<file path="src/logic/cfg_defines.svh">
`ifndef CFG_DEFINES_SVH
`define CFG_DEFINES_SVH

// configuration dword byte addresses
`define CFG_CMD_OFFSET 8'h04
`define CFG_REV_OFFSET 8'h08
`define CFG_CLASS_OFFSET 8'h09
`define CFG_CLASS_BASE_OFFSET 8'h0B
`define CFG_CLASS_SUB_OFFSET 8'h0A
`define CFG_CLASS_PIF_OFFSET 8'h09

// command field positions
`define CMD_IO_SPACE_BIT 0
`define CMD_MEM_SPACE_BIT 1
`define CMD_BUS_MASTER_BIT 2
`define CMD_MWI_BIT 4
`define CMD_SNOOP_BIT 5
`define CMD_SERR_BIT 8
`define CMD_WRITABLE_MASK 16'h0137
`define CMD_RESET_VALUE 16'h0000

// class code and its byte fields
`define CLASS_CODE_VALUE 24'h030000
`define REV_LSB 0
`define CLASS_LSB 8

// vga decode ranges
`define VGA_IO_MONO_LO 10'h3B0
`define VGA_IO_MONO_HI 10'h3BB
`define VGA_IO_COLOR_LO 10'h3C0
`define VGA_IO_COLOR_HI 10'h3DF
`define VGA_MEM_A0000 32'h000A0000
`define VGA_MEM_B0000 32'h000B0000
`define VGA_MEM_B8000 32'h000B8000
`define VGA_MEM_C0000 32'h000C0000

`endif

</file>
<file path="src/logic/cfg_pkg.sv">
package cfg_pkg;
    typedef enum logic [1:0] {
        MAP_A0000_128K = 2'b00,
        MAP_A0000_64K = 2'b01,
        MAP_B0000_32K = 2'b10,
        MAP_B8000_32K = 2'b11
    } vga_mem_map_e;

    typedef enum logic [3:0] {
        BUS_CMD_MEM_WRITE = 4'h7,
        BUS_CMD_MEM_WRITE_INV = 4'hF
    } bus_write_cmd_e;
endpackage : cfg_pkg

</file>
<file path="src/logic/cfg_vga_io_decode.sv">
`timescale 1ns/100ps
`default_nettype none
`include "cfg_defines.svh"

module cfg_vga_io_decode (
    input wire logic clk_sys,
    input wire logic sys_rst,
    input wire logic io_space_en,
    input wire logic io_cycle,
    input wire logic [15:0] io_addr,
    output logic io_hit
);
    logic [9:0] low_addr;
    logic in_range;

    // upper bits ignored so every alias of the vga ports matches
    assign low_addr = io_addr[9:0];
    assign in_range = (low_addr >= `VGA_IO_MONO_LO &&
                       low_addr <= `VGA_IO_MONO_HI) ||
                      (low_addr >= `VGA_IO_COLOR_LO &&
                       low_addr <= `VGA_IO_COLOR_HI);

    always_ff @(posedge clk_sys) begin
        if (sys_rst) begin
            io_hit <= 1'b0;
        end else begin
            io_hit <= io_cycle && io_space_en && in_range;
        end
    end
endmodule : cfg_vga_io_decode
`default_nettype wire

</file>
<file path="src/logic/cfg_vga_mem_decode.sv">
`timescale 1ns/100ps
`default_nettype none
`include "cfg_defines.svh"

module cfg_vga_mem_decode (
    input wire logic clk_sys,
    input wire logic sys_rst,
    input wire logic mem_space_en,
    input wire logic mem_cycle,
    input wire logic [31:0] mem_addr,
    input wire logic [7:0] bar0_base,
    input wire logic [7:0] bar1_base,
    input wire logic [1:0] vga_graphics_misc_reg,
    input wire logic vga_mem_en,
    output logic mem_bar_hit,
    output logic mem_vga_hit
);
    logic [31:0] win_lo;
    logic [31:0] win_hi;
    logic vga_in;
    logic bar_in;

    // window follows the memory map field, not a fixed range
    always_comb begin
        unique case (cfg_pkg::vga_mem_map_e'(vga_graphics_misc_reg))
            cfg_pkg::MAP_A0000_128K: begin
                win_lo = `VGA_MEM_A0000;
                win_hi = `VGA_MEM_C0000;
            end
            cfg_pkg::MAP_A0000_64K: begin
                win_lo = `VGA_MEM_A0000;
                win_hi = `VGA_MEM_B0000;
            end
            cfg_pkg::MAP_B0000_32K: begin
                win_lo = `VGA_MEM_B0000;
                win_hi = `VGA_MEM_B8000;
            end
            cfg_pkg::MAP_B8000_32K: begin
                win_lo = `VGA_MEM_B8000;
                win_hi = `VGA_MEM_C0000;
            end
        endcase
    end

    assign vga_in = vga_mem_en && mem_addr >= win_lo && mem_addr < win_hi;
    // 16 mbyte ranges: only the top address byte is compared
    assign bar_in = (mem_addr[31:24] == bar0_base) ||
                    (mem_addr[31:24] == bar1_base);

    always_ff @(posedge clk_sys) begin
        if (sys_rst) begin
            mem_bar_hit <= 1'b0;
            mem_vga_hit <= 1'b0;
        end else begin
            mem_bar_hit <= mem_cycle && mem_space_en && bar_in;
            mem_vga_hit <= mem_cycle && mem_space_en && vga_in;
        end
    end
endmodule : cfg_vga_mem_decode
`default_nettype wire

</file>
<file path="src/logic/pci_config_command_class_rev.sv">
// Summary of operation
// system error pin driven only while command bit 8 is set; resets 0.
// command bit 5 turns on palette snooping; read-write, resets 0.
// memory write and invalidate allowed only with command bit 4 set.
// no initiator transactions while command bit 2 is clear.
// command bit 1 gates memory decode of base ranges and vga window.
// vga memory window follows graphics misc field bits 3:2 and enables.
// command bit 0 gates vga io ports 3B0-3BB, 3C0-3DF and aliases.
// class code sits in bits 31:8 as base, sub-class, interface bytes.
// class code reads as 030000, a vga compatible display controller.
// revision in bits 7:0 is read-only, a vendor chosen value.
// reserved command bits read zero and ignore writes.
`timescale 1ns/100ps
`default_nettype none
`include "cfg_defines.svh"

module pci_config_command_class_rev #(
    // arbitrary neutral revision value
    parameter logic [7:0] SILICON_REVISION = 8'h5A
) (
    input wire logic clk_sys,
    input wire logic sys_rst,
    // configuration cycle port
    input wire logic cfg_rd,
    input wire logic cfg_wr,
    input wire logic [7:0] cfg_addr,
    input wire logic [3:0] cfg_be,
    input wire logic [31:0] cfg_wdata,
    output logic [31:0] cfg_rdata,
    output logic cfg_ack,
    // system error pin, open drain
    input wire logic serr_req,
    output logic serr_n_o,
    output logic serr_n_oe_n,
    // bus master requests from the engines
    input wire logic master_req,
    input wire logic master_wants_mwi,
    output logic master_req_out,
    output logic [3:0] master_write_cmd,
    output logic palette_snoop_en,
    // target decode
    input wire logic mem_cycle,
    input wire logic [31:0] mem_addr,
    input wire logic [7:0] bar0_base,
    input wire logic [7:0] bar1_base,
    input wire logic [1:0] vga_graphics_misc_reg,
    input wire logic vga_mem_en,
    output logic mem_bar_hit,
    output logic mem_vga_hit,
    input wire logic io_cycle,
    input wire logic [15:0] io_addr,
    output logic io_hit
);
    logic [15:0] bus_command_control_q;
    logic [15:0] bus_command_control_d;
    logic [15:0] be_mask;
    logic [31:0] rdata_d;
    logic sel_cmd;
    logic sel_rev;
    logic [23:0] function_class;
    logic [7:0] silicon_revision;
    logic system_error_driver_en;
    logic mem_write_invalidate_en;
    logic bus_master_en;
    logic mem_space_en;
    logic io_space_en;

    ////////////////////////////////////////////////////////////////////
    // address decode and read-only identity

    assign sel_cmd = (cfg_addr[7:2] == 6'(`CFG_CMD_OFFSET >> 2));
    // class bytes 09..0B share the dword with the revision byte
    assign sel_rev = (cfg_addr[7:2] == 6'(`CFG_REV_OFFSET >> 2));
    assign function_class = `CLASS_CODE_VALUE;
    assign silicon_revision = SILICON_REVISION;

    ////////////////////////////////////////////////////////////////////
    // command register

    assign be_mask = {{8{cfg_be[1]}}, {8{cfg_be[0]}}};

    always_comb begin
        bus_command_control_d = bus_command_control_q;
        if (cfg_wr && sel_cmd) begin
            // reserved bits never latch a one
            bus_command_control_d = (bus_command_control_q & ~be_mask) |
                (cfg_wdata[15:0] & be_mask & `CMD_WRITABLE_MASK);
        end
    end

    always_ff @(posedge clk_sys) begin
        if (sys_rst) begin
            bus_command_control_q <= `CMD_RESET_VALUE;
        end else begin
            bus_command_control_q <= bus_command_control_d;
        end
    end

    assign system_error_driver_en = bus_command_control_q[`CMD_SERR_BIT];
    assign palette_snoop_en = bus_command_control_q[`CMD_SNOOP_BIT];
    assign mem_write_invalidate_en = bus_command_control_q[`CMD_MWI_BIT];
    assign bus_master_en = bus_command_control_q[`CMD_BUS_MASTER_BIT];
    assign mem_space_en = bus_command_control_q[`CMD_MEM_SPACE_BIT];
    assign io_space_en = bus_command_control_q[`CMD_IO_SPACE_BIT];

    ////////////////////////////////////////////////////////////////////
    // read path

    always_comb begin
        rdata_d = 32'h00000000;
        if (sel_cmd) begin
            // status half lives elsewhere and reads zero here
            rdata_d[15:0] = bus_command_control_q;
        end else if (sel_rev) begin
            rdata_d[`CLASS_LSB +: 24] = function_class;
            rdata_d[`REV_LSB +: 8] = silicon_revision;
        end
    end

    always_ff @(posedge clk_sys) begin
        if (sys_rst) begin
            cfg_rdata <= 32'h00000000;
        end else if (cfg_rd) begin
            cfg_rdata <= rdata_d;
        end
    end

    always_ff @(posedge clk_sys) begin
        if (sys_rst) begin
            cfg_ack <= 1'b0;
        end else begin
            cfg_ack <= cfg_rd || cfg_wr;
        end
    end

    ////////////////////////////////////////////////////////////////////
    // system error driver and master gating

    always_ff @(posedge clk_sys) begin
        if (sys_rst) begin
            serr_n_oe_n <= 1'b1;
        end else begin
            // pin only ever pulled low, so oe alone carries the event
            serr_n_oe_n <= ~(serr_req && system_error_driver_en);
        end
    end
    assign serr_n_o = 1'b0;

    always_ff @(posedge clk_sys) begin
        if (sys_rst) begin
            master_req_out <= 1'b0;
        end else begin
            master_req_out <= master_req && bus_master_en;
        end
    end

    always_ff @(posedge clk_sys) begin
        if (sys_rst) begin
            master_write_cmd <= cfg_pkg::BUS_CMD_MEM_WRITE;
        end else if (master_wants_mwi && mem_write_invalidate_en) begin
            master_write_cmd <= cfg_pkg::BUS_CMD_MEM_WRITE_INV;
        end else begin
            master_write_cmd <= cfg_pkg::BUS_CMD_MEM_WRITE;
        end
    end

    ////////////////////////////////////////////////////////////////////
    // target decoders

    cfg_vga_mem_decode u_mem_decode (
        .clk_sys(clk_sys),
        .sys_rst(sys_rst),
        .mem_space_en(mem_space_en),
        .mem_cycle(mem_cycle),
        .mem_addr(mem_addr),
        .bar0_base(bar0_base),
        .bar1_base(bar1_base),
        .vga_graphics_misc_reg(vga_graphics_misc_reg),
        .vga_mem_en(vga_mem_en),
        .mem_bar_hit(mem_bar_hit),
        .mem_vga_hit(mem_vga_hit)
    );

    cfg_vga_io_decode u_io_decode (
        .clk_sys(clk_sys),
        .sys_rst(sys_rst),
        .io_space_en(io_space_en),
        .io_cycle(io_cycle),
        .io_addr(io_addr),
        .io_hit(io_hit)
    );

    ////////////////////////////////////////////////////////////////////
    // checks

    serr_gated_a: assert property (
        @(posedge clk_sys) disable iff (sys_rst)
        !serr_n_oe_n |-> $past(system_error_driver_en) && $past(serr_req))
        else $error("serr driven without enable");

    snoop_bit_a: assert property (
        @(posedge clk_sys) disable iff (sys_rst)
        cfg_wr && sel_cmd && cfg_be[0] |=>
        palette_snoop_en == $past(cfg_wdata[5]))
        else $error("palette snoop bit not written");

    mwi_gated_a: assert property (
        @(posedge clk_sys) disable iff (sys_rst)
        master_write_cmd == cfg_pkg::BUS_CMD_MEM_WRITE_INV |->
        $past(mem_write_invalidate_en) && $past(master_wants_mwi))
        else $error("mwi used while disabled");

    master_gated_a: assert property (
        @(posedge clk_sys) disable iff (sys_rst)
        master_req_out |-> $past(bus_master_en))
        else $error("initiator while master disabled");

    mem_gated_a: assert property (
        @(posedge clk_sys) disable iff (sys_rst)
        (mem_bar_hit || mem_vga_hit) |->
        $past(mem_space_en) && $past(mem_cycle))
        else $error("memory decode while disabled");

    vga_window_a: assert property (
        @(posedge clk_sys) disable iff (sys_rst)
        mem_cycle && mem_space_en && vga_mem_en &&
        vga_graphics_misc_reg == 2'b10 &&
        mem_addr[31:15] == 17'h00016 |=> mem_vga_hit)
        else $error("vga window b0000 not decoded");

    io_ports_a: assert property (
        @(posedge clk_sys) disable iff (sys_rst)
        io_cycle && io_space_en && io_addr[9:0] == 10'h3D4 |=> io_hit)
        else $error("vga io port not decoded");

    io_gated_a: assert property (
        @(posedge clk_sys) disable iff (sys_rst)
        io_hit |-> $past(io_space_en))
        else $error("io decode while disabled");

    class_read_a: assert property (
        @(posedge clk_sys) disable iff (sys_rst)
        cfg_rd && sel_rev |=> cfg_rdata[31:8] == 24'h030000 &&
        cfg_rdata[7:0] == SILICON_REVISION)
        else $error("class or revision read wrong");

    reserved_zero_a: assert property (
        @(posedge clk_sys) disable iff (sys_rst)
        (bus_command_control_q & ~16'h0137) == 16'h0000)
        else $error("reserved command bit set");

    ack_timing_a: assert property (@(posedge clk_sys) disable iff (sys_rst)
        (cfg_rd || cfg_wr) |=> cfg_ack ##1
        (!cfg_ack || $past(cfg_rd) || $past(cfg_wr)))
        else $error("ack timing wrong");

    cmd_hold_a: assert property (@(posedge clk_sys) disable iff (sys_rst)
        !(cfg_wr && sel_cmd) && !sys_rst |=> $stable(bus_command_control_q))
        else $error("command changed without write");

    serr_bit_write_a: assert property (
        @(posedge clk_sys) disable iff (sys_rst)
        cfg_wr && sel_cmd && cfg_be[1] |=>
        system_error_driver_en == $past(cfg_wdata[8]))
        else $error("system_error_driver_en bit not written");

    low_bits_write_a: assert property (
        @(posedge clk_sys) disable iff (sys_rst)
        cfg_wr && sel_cmd && cfg_be[0] |=>
        {bus_master_en, mem_space_en, io_space_en} ==
        $past(cfg_wdata[2:0]) &&
        mem_write_invalidate_en == $past(cfg_wdata[4]))
        else $error("low command bits not written");

    serr_follow_a: assert property (
        @(posedge clk_sys) disable iff (sys_rst)
        serr_req && system_error_driver_en && !sys_rst |=> !serr_n_oe_n)
        else $error("serr not driven while enabled");

    master_follow_a: assert property (
        @(posedge clk_sys) disable iff (sys_rst)
        master_req && bus_master_en && !sys_rst |=> master_req_out)
        else $error("master request dropped while enabled");

    mwi_follow_a: assert property (
        @(posedge clk_sys) disable iff (sys_rst)
        master_wants_mwi && mem_write_invalidate_en && !sys_rst |=>
        master_write_cmd == cfg_pkg::BUS_CMD_MEM_WRITE_INV)
        else $error("mwi refused while enabled");

    class_bytes_a: assert property (
        @(posedge clk_sys) disable iff (sys_rst)
        cfg_rd && sel_rev |=> cfg_rdata[31:24] == 8'h03 &&
        cfg_rdata[23:16] == 8'h00 && cfg_rdata[15:8] == 8'h00)
        else $error("class code bytes misplaced");

    // no disable here: this one must look at the reset itself
    reset_values_a: assert property (
        @(posedge clk_sys)
        sys_rst |=> bus_command_control_q == 16'h0000 && !cfg_ack &&
        serr_n_oe_n && !master_req_out &&
        master_write_cmd == cfg_pkg::BUS_CMD_MEM_WRITE)
        else $error("outputs not at reset values");

    rdata_hold_a: assert property (@(posedge clk_sys) disable iff (sys_rst)
        !cfg_rd && !sys_rst |=> $stable(cfg_rdata))
        else $error("read data changed without read");

    serr_cover_c: cover property (@(posedge clk_sys) disable iff (sys_rst)
        !serr_n_oe_n);
    mwi_cover_c: cover property (@(posedge clk_sys) disable iff (sys_rst)
        master_write_cmd == cfg_pkg::BUS_CMD_MEM_WRITE_INV);
    vga_cover_c: cover property (@(posedge clk_sys) disable iff (sys_rst)
        mem_vga_hit ##1 io_hit);
    class_cover_c: cover property (@(posedge clk_sys) disable iff (sys_rst)
        cfg_rd && sel_rev ##1 cfg_ack);
    wr_cover_c: cover property (@(posedge clk_sys) disable iff (sys_rst)
        cfg_wr && sel_cmd ##1 cfg_ack);
endmodule : pci_config_command_class_rev
`default_nettype wire

</file>
<file path="config.mk">
export PLATFORM = sky130hd
export DESIGN_NAME = pci_config_command_class_rev
export DESIGN_NICKNAME = d
export VERILOG_FILES = /design/src/logic/cfg_pkg.sv /design/src/logic/cfg_vga_io_decode.sv /design/src/logic/cfg_vga_mem_decode.sv /design/src/logic/pci_config_command_class_rev.sv
export VERILOG_INCLUDE_DIRS = /design/src /design/src/logic
export SDC_FILE = /design/constraint.sdc
export NUM_CORES = 1
export LEC_CHECK = 0
export ABC_AREA = 1
export BUFFER_PORTS_ARGS = -buffer_cell sky130_fd_sc_hd__buf_4
export CORE_ASPECT_RATIO = 2
export CORE_MARGIN = 8
export CORE_UTILIZATION = 35
export DETAILED_ROUTE_END_ITERATION = 10
export GPL_TIMING_DRIVEN = 0
export PLACE_DENSITY_LB_ADDON = 0.12
export SYNTH_ARGS = -nofsm -noshare
export SYNTH_HDL_FRONTEND = slang
export SYNTH_SLANG_ARGS = --single-unit
</file>
<file path="constraint.sdc">
create_clock -name clk_sys -period 1.2 [get_ports clk_sys]
set_input_delay 0.06 -clock clk_sys [delete_from_list [all_inputs] [get_ports clk_sys]]
set_output_delay 0.06 -clock clk_sys [all_outputs]
set_load 0.01 [all_outputs]
</file>
==> reports/metrics.csv, run 1 <==
stage;metric;value;unit
synth;sequential-to-total area share from yosys stat;38.8;%
drt;DRT Wirelength;6470;µm
pwr;Leakage;0.00153;µW
drt;First DRT Iteration DRCs;56;
cts;Clock Sinks;40;
sta;Slew Limit Headroom;65.8;%
place;placed inst area;0.00300;mm²
floorplan;die area;0.00876;mm²
cts;buffers from clock root to sink, at most;2;
final_layout;Layout area overhead;53.9;%
place;IO Port Bufs;106;
drt;Detail Route Antenna Nets;0;
final_layout;fin cells;477;
drt;Post-route DRC;0;
synth;mean area per synthesized cell;7.29;µm²
drt;Detailed Routing Iterations Pass 1;4;
final_layout;antenna cells;0;
critical_path;crit path launch;vga_graphics_misc_reg[0];
sta;Final Max Slew Viols;0;
cts;CTS root buf;clkbuf_16;
sta;TNS Setup;0;ps
floorplan;die height;125;µm
critical_path;critical path capture point type;flop;
cts;CTS buffer count;5;
sta;Final WS setup;211;ps
sta;f_max;1010;MHz
floorplan;Starting Density;36.1;%
sta;Final Hold Viols;0;
hold_path;Hold Crit Start;master_wants_mwi;
cts;H-tree Lvls;2;
drt;Vias/cell;4.50;
place;Place WS;-86.2;ps
critical_path;worst-path maximum fanout;3;
synth;Synth cell types;26;
final_layout;Fill cells;580;
place;hpwl dp;5370;µm
cts;clock latency on the worst-skew pair;280;ps
pwr;Worst IR Drop VDD;1.13;mV
synth;Synth Instances;283;
sta;min Tclk post-route;989;ps
global_routing;initial antenna violation count;0;
final_layout;fin nets;543;
sta;final clock skew;3.23;ps
sta;period utilisation layout;82.4;%
cts;CTS tree;yes;
final_layout;layout cells sized above 1;35.6;%
pwr;total power draw;3280;µW
synth;Synth Cell Area;0.00206;mm²
synth;Yosys warnings;0;
critical_path;Setup crit start kind;primary input;
critical_path;Req. time, crit path;1410;ps
global_routing;largest net degree at the start of global routing;13;
final_layout;fin area;0.00317;mm²
critical_path;WS Path Type;in -> reg;
run;MaxCap Viol Count;0;
drt;Via Count;2146;
floorplan;die width;70.3;µm
global_routing;first-pass GRT wire length;10300;µm
global_routing;vias in the first global route;2059;
floorplan;Core ar.;0.00571;mm²
place;DP Cell Count;466;
floorplan;Rows;39;
sta;RSZ-0062 raised after global routing;no;
pwr;pwr dens;1030;mW/mm²
critical_path;Data arrival, critical path;1200;ps
drt;Avg WL per Cell;13.6;µm
sta;actual slew at the worst max-slew pin;512;ps
sta;final setup vio count;0;
status;run status;complete, no violations;
hold_path;Worst Hold Class;in -> reg;
global_routing;Total GRT Usage;14.2;%
global_routing;GRT overflow;0;
cts;CTS clock-pin slew for the worst setup and hold paths;60;ps
floorplan;I/O Pins;164;
synth;Seq cells post-synth;40;
place;Final GP Congestion;0.753;
cts;postcts setup bufs;0;
## cells in the final DEF, fill, tap and decap left out, drive strengths merged
| cell type | Yosys | routed |
|---|---|---|
| buf | 23 | 129 |
| nand2 | 64 | 64 |
| nor2 | 52 | 52 |
| dfxtp | 40 | 40 |
| a21oi | 24 | 24 |
| o21ai | 19 | 19 |
| conb | 2 | 18 |
| xnor2 | 15 | 15 |
| inv | 13 | 13 |
| clkbuf | 4 | 10 |
| nand3 | 9 | 9 |
| ha | 8 | 8 |
| clkinv | 4 | 6 |
| dlygate4sd3 | 0 | 3 |
| nand4 | 2 | 2 |
| nor3 | 2 | 2 |
| nor3b | 1 | 1 |
| a31oi | 1 | 1 |
## what timing repair did
action | CTS | global route
hold endpoints to repair | 9 | 0
hold buffers | 3 | 0
gates resized for setup | 0 | 0
## per-layer routing
| layer | global-route usage, % | part of all wire (%) | vias up | routed length (µm) |
|---|---|---|---|---|
| li1 | - | - | 1119 | - |
| met1 | 14.2 | 39 | 924 | 2510 |
| met2 | 26.0 | 52 | 93 | 3360 |
| met3 | 4.31 | 7.0 | 10 | 450 |
| met4 | 5.48 | 2.3 | 0 | 148 |
| met5 | 0 | 0 | - | 0 |
## stage by stage
step	hold WS (ps)	util, %
after global placement	259	52.5
final	9.96	55.6
after CTS	9.09	55.6
after global routing	19.8	55.6
after detailed placement	263	52.5
after floorplan	145	-
## logic make-up after synthesis
| logic type | count (synthesis) | synth area share, % |
|---|---|---|
| XOR/XNOR | 15 | 6.37 |
| other | 2 | 0.364 |
| AO/OA/AOI/OAI | 44 | 10.7 |
| flip-flops | 40 | 38.8 |
| adder cells (fa/ha/maj) | 8 | 4.85 |
| AND/OR/NAND/NOR | 130 | 26.1 |
| buffers and inverters | 44 | 12.8 |
## worst paths after layout
path,to,slack [ps],cells past startpoint
max,u_mem_decode.mem_vga_hit,210,11
min,master_write_cmd[3],10,3
max reg2reg,u_mem_decode.mem_vga_hit,380,4
min reg2reg,serr_n_oe_n,430,1
## layout make-up
cell class | instances | area [µm²] | share of cell area [%]
Inverter | 17 | 72.6 | 2.29
Sequential cell | 40 | 801 | 25.2
Buffer | 27 | 191 | 6.03
Clock buffer | 6 | 139 | 4.38
Clock inverter | 2 | 10.0 | 0.315
Timing Repair Buffer | 109 | 826 | 26.0
Tap cell | 61 | 76.3 | 2.40
Multi-Input combinational cell | 215 | 1060 | 33.3
## cells in the mapped netlist
| master | n | area (µm²) |
|---|---|---|
| a21oi_1 | 24 | 120 |
| a31oi_1 | 1 | 6.26 |
| buf_2 | 2 | 10.0 |
| buf_4 | 19 | 143 |
| buf_6 | 2 | 22.5 |
| clkbuf_1 | 3 | 11.3 |
| clkbuf_2 | 1 | 5.00 |
| clkinv_2 | 3 | 15.0 |
| clkinv_4 | 1 | 8.76 |
| conb_1 | 2 | 7.51 |
| dfxtp_1 | 40 | 801 |
| ha_1 | 8 | 100 |
| inv_1 | 13 | 48.8 |
| nand2_1 | 62 | 233 |
| nand2_2 | 1 | 6.26 |
| nand2_4 | 1 | 11.3 |
| nand3_1 | 8 | 40.0 |
| nand3_2 | 1 | 10.0 |
| nand4_1 | 2 | 12.5 |
| nor2_1 | 49 | 184 |
| nor2_2 | 2 | 12.5 |
| nor2_4 | 1 | 11.3 |
| nor3_1 | 2 | 10.0 |
| nor3b_1 | 1 | 7.51 |
| o21ai_0 | 19 | 95.1 |
| xnor2_1 | 15 | 131 |
## report_power, final
part | switching (µW) | total [µW] | internal (µW) | leakage (µW)
Combinational | 253 | 591 | 338 | 0.00113
Clock | 502 | 1320 | 818 | 0.0000766
Sequential | 11.6 | 1360 | 1350 | 0.000325
Total | 767 | 3280 | 2510 | 0.00153
## critical path, stage by stage
cell	delay, ps
buf_4	100
inv_1	40
ha_1	330
ha_1	280
nand2_1	60
nand2_1	40
nand2_1	50
nand2_1	50
nand2_1	50
nand2_1	50
a21oi_1	100
No activity file was read; power rests on OpenSTA's default activity.
==> run 2, diff against run 1 <==
==> constraint.sdc (replaced) <==
create_clock -name clk_sys -period 0.96 [get_ports clk_sys]
set_input_delay 0.048 -clock clk_sys [delete_from_list [all_inputs] [get_ports clk_sys]]
set_output_delay 0.048 -clock clk_sys [all_outputs]
set_load 0.01 [all_outputs]
==> run 2 against run 1 <==
  * Clock-buffer cell count is 1 lower
  * Combinational power is 27% higher
  * Worst setup slack worse by 150 ps
  * Global-route usage is 0.94 points lower
  * First-iteration DRC count is 21% higher
  * Wire length is 6.5% lower
  * Design area is 2.1% higher
  * Sequential share of layout area is 0.53 points lower
  * Sequential power is 25% higher
  * Via count is 1.4% lower
  * Sequential cell count stayed put
  * Critical endpoint is now cfg_rdata[25]
  * Largest power group unchanged
==> reports/metrics.csv, run 2 (same netlist as run 1, synthesis figures left out) <==
stage;metric;value;unit
sta;Final Hold Viols;0;
cts;postcts setup bufs;0;
drt;First DRT Iteration DRCs;68;
critical_path;crit path launch;cfg_rdata[24];
final_layout;commonest cells after routing, fill and taps aside;buf_4, nand2_1, nor2_1;
floorplan;Rows;39;
global_routing;largest net degree at the start of global routing;15;
sta;period utilisation layout;93.4;%
global_routing;Total GRT Usage;13.3;%
run;MaxCap Viol Count;0;
drt;Via Count;2115;
floorplan;I/O Pins;164;
critical_path;worst-path maximum fanout;3;
critical_path;crit path max-delay cell type;dfxtp_1;
sta;min Tclk post-route;896;ps
global_routing;vias in the first global route;2155;
cts;Clock Sinks;40;
place;DP Cell Count;466;
place;IO Port Bufs;106;
pwr;Worst IR Drop VDD;1.47;mV
floorplan;die width;70.3;µm
drt;Post-route DRC;0;
critical_path;critical path capture point type;output port;
final_layout;fin cells;478;
critical_path;worst r2r dst;u_mem_decode.mem_vga_hit;
global_routing;first-pass GRT wire length;9680;µm
final_layout;antenna cells;0;
pwr;pwr dens;1260;mW/mm²
floorplan;die height;125;µm
critical_path;crit path cell chain;buf_4, buf_4;
hold_path;hold path cells;3;
status;run status;complete, no violations;
final_layout;layout cells sized above 1;36.9;%
critical_path;WS Path Type;reg -> out;
final_layout;Layout area overhead;57.1;%
sta;Final Max Slew Viols;0;
cts;CTS root buf;clkbuf_16;
cts;clock latency on the worst-skew pair;280;ps
drt;Avg WL per Cell;12.7;µm
critical_path;Critical Path Sink;cfg_rdata[25];
final_layout;commonest non-fill, non-tap cell in the layout;buf_4;
drt;DRT Wirelength;6050;µm
cts;CTS tree;yes;
hold_path;Worst Hold Class;in -> reg;
sta;worst hold margin;26.4;ps
sta;f_max;1120;MHz
sta;final clock skew;2.48;ps
drt;Vias/cell;4.42;
critical_path;Worst R2R Path Depth;4;
critical_path;highest cell delay on the worst timing path;320;ps
place;Final GP Congestion;0.737;
pwr;Leakage;0.00153;µW
drt;Detail Route Antenna Nets;0;
critical_path;Setup crit start kind;flop;
critical_path;Data arrival, critical path;850;ps
global_routing;initial antenna violation count;0;
global_routing;GRT overflow;0;
critical_path;R2R setup slack;130;ps
cts;H-tree Lvls;2;
critical_path;Req. time, crit path;910;ps
final_layout;fin nets;544;
floorplan;Starting Density;36.1;%
sta;RSZ-0062 raised after global routing;yes;
cts;CTS buffer count;5;
floorplan;Core ar.;0.00571;mm²
cts;buffers from clock root to sink, at most;2;
drt;Detailed Routing Iterations Pass 1;4;
cts;CTS clock-pin slew for the worst setup and hold paths;60;ps
floorplan;die area;0.00876;mm²
critical_path;Top cell by count, worst path;buf_4;
sta;final setup vio count;0;
place;hpwl dp;5060;µm
[run 2: changes by cell type in the layout (fill, tap and decap cells not counted), sizes merged]
cell / previous run / this run
dlygate4sd3: 3 / 4
clkinv: 6 / 5
clkinvlp: 0 / 2
clkbuf: 10 / 9
[run 2: critical path, delay by kind of cell (launching register included)]
kind / cells / cell delay (ps)
buffers and inverters: 2 / 250
flip-flops: 1 / 320
[run 2: how the worst min path moves through the flow]
stage                             from      endpoint  slack, ps
after detailed placement       sys_rst  cfg_rdata[1]        260
final                     cfg_wdata[5]          flop         30
after global routing      cfg_wdata[8]          flop         30
after CTS                 cfg_wdata[5]          flop         20
after global placement         sys_rst  cfg_rdata[4]        260
after floorplan               serr_req   serr_n_oe_n        130
[run 2: layout make-up]
| class | count | area, µm² |
|---|---|---|
| fill | 585 | 2470 |
| multi-input combinational | 215 | 1100 |
| timing repair buffer | 110 | 847 |
| sequential | 40 | 801 |
| buffer | 27 | 191 |
| clock buffer | 5 | 125 |
| tap | 61 | 76.3 |
| inverter | 17 | 72.6 |
| clock inverter | 3 | 23.8 |
[run 2: per-stage QoR]
step                setup TNS [ps]  area, µm²  util [%]  power (µW)  worst slack, ps
floorplan                    -37.2       2160         -        2090            -37.2
global placement              -674       3030      53.1        2460             -283
detailed placement            -893       3030      53.1        2470             -295
CTS                              0       3220      56.4        4110             15.7
global route                 -58.9       3240      56.8        4280            -58.9
finish                           0       3240      56.8        4070             63.5
[run 2: report_power, final]
| group | leakage [µW] | internal (µW) | switching (µW) |
|---|---|---|---|
| clock | 0.0000660 | 964 | 651 |
| sequential | 0.000325 | 1690 | 14.2 |
| combinational | 0.00114 | 440 | 313 |
| total | 0.00153 | 3090 | 978 |
[run 2: metal layers]
layer | track usage, % | routed length, µm
met1 | 12.7 | 2280
met2 | 24.7 | 3200
met3 | 5.10 | 501
met4 | 3.93 | 67
met5 | 0 | 0
[run 2: what timing repair did]
action,in CTS,in global routing
gates cloned,0,0
hold endpoints to repair,9,0
pin swaps,1,6
hold buffers,4,0
resized for setup,0,6
setup endpoints to repair,1,1
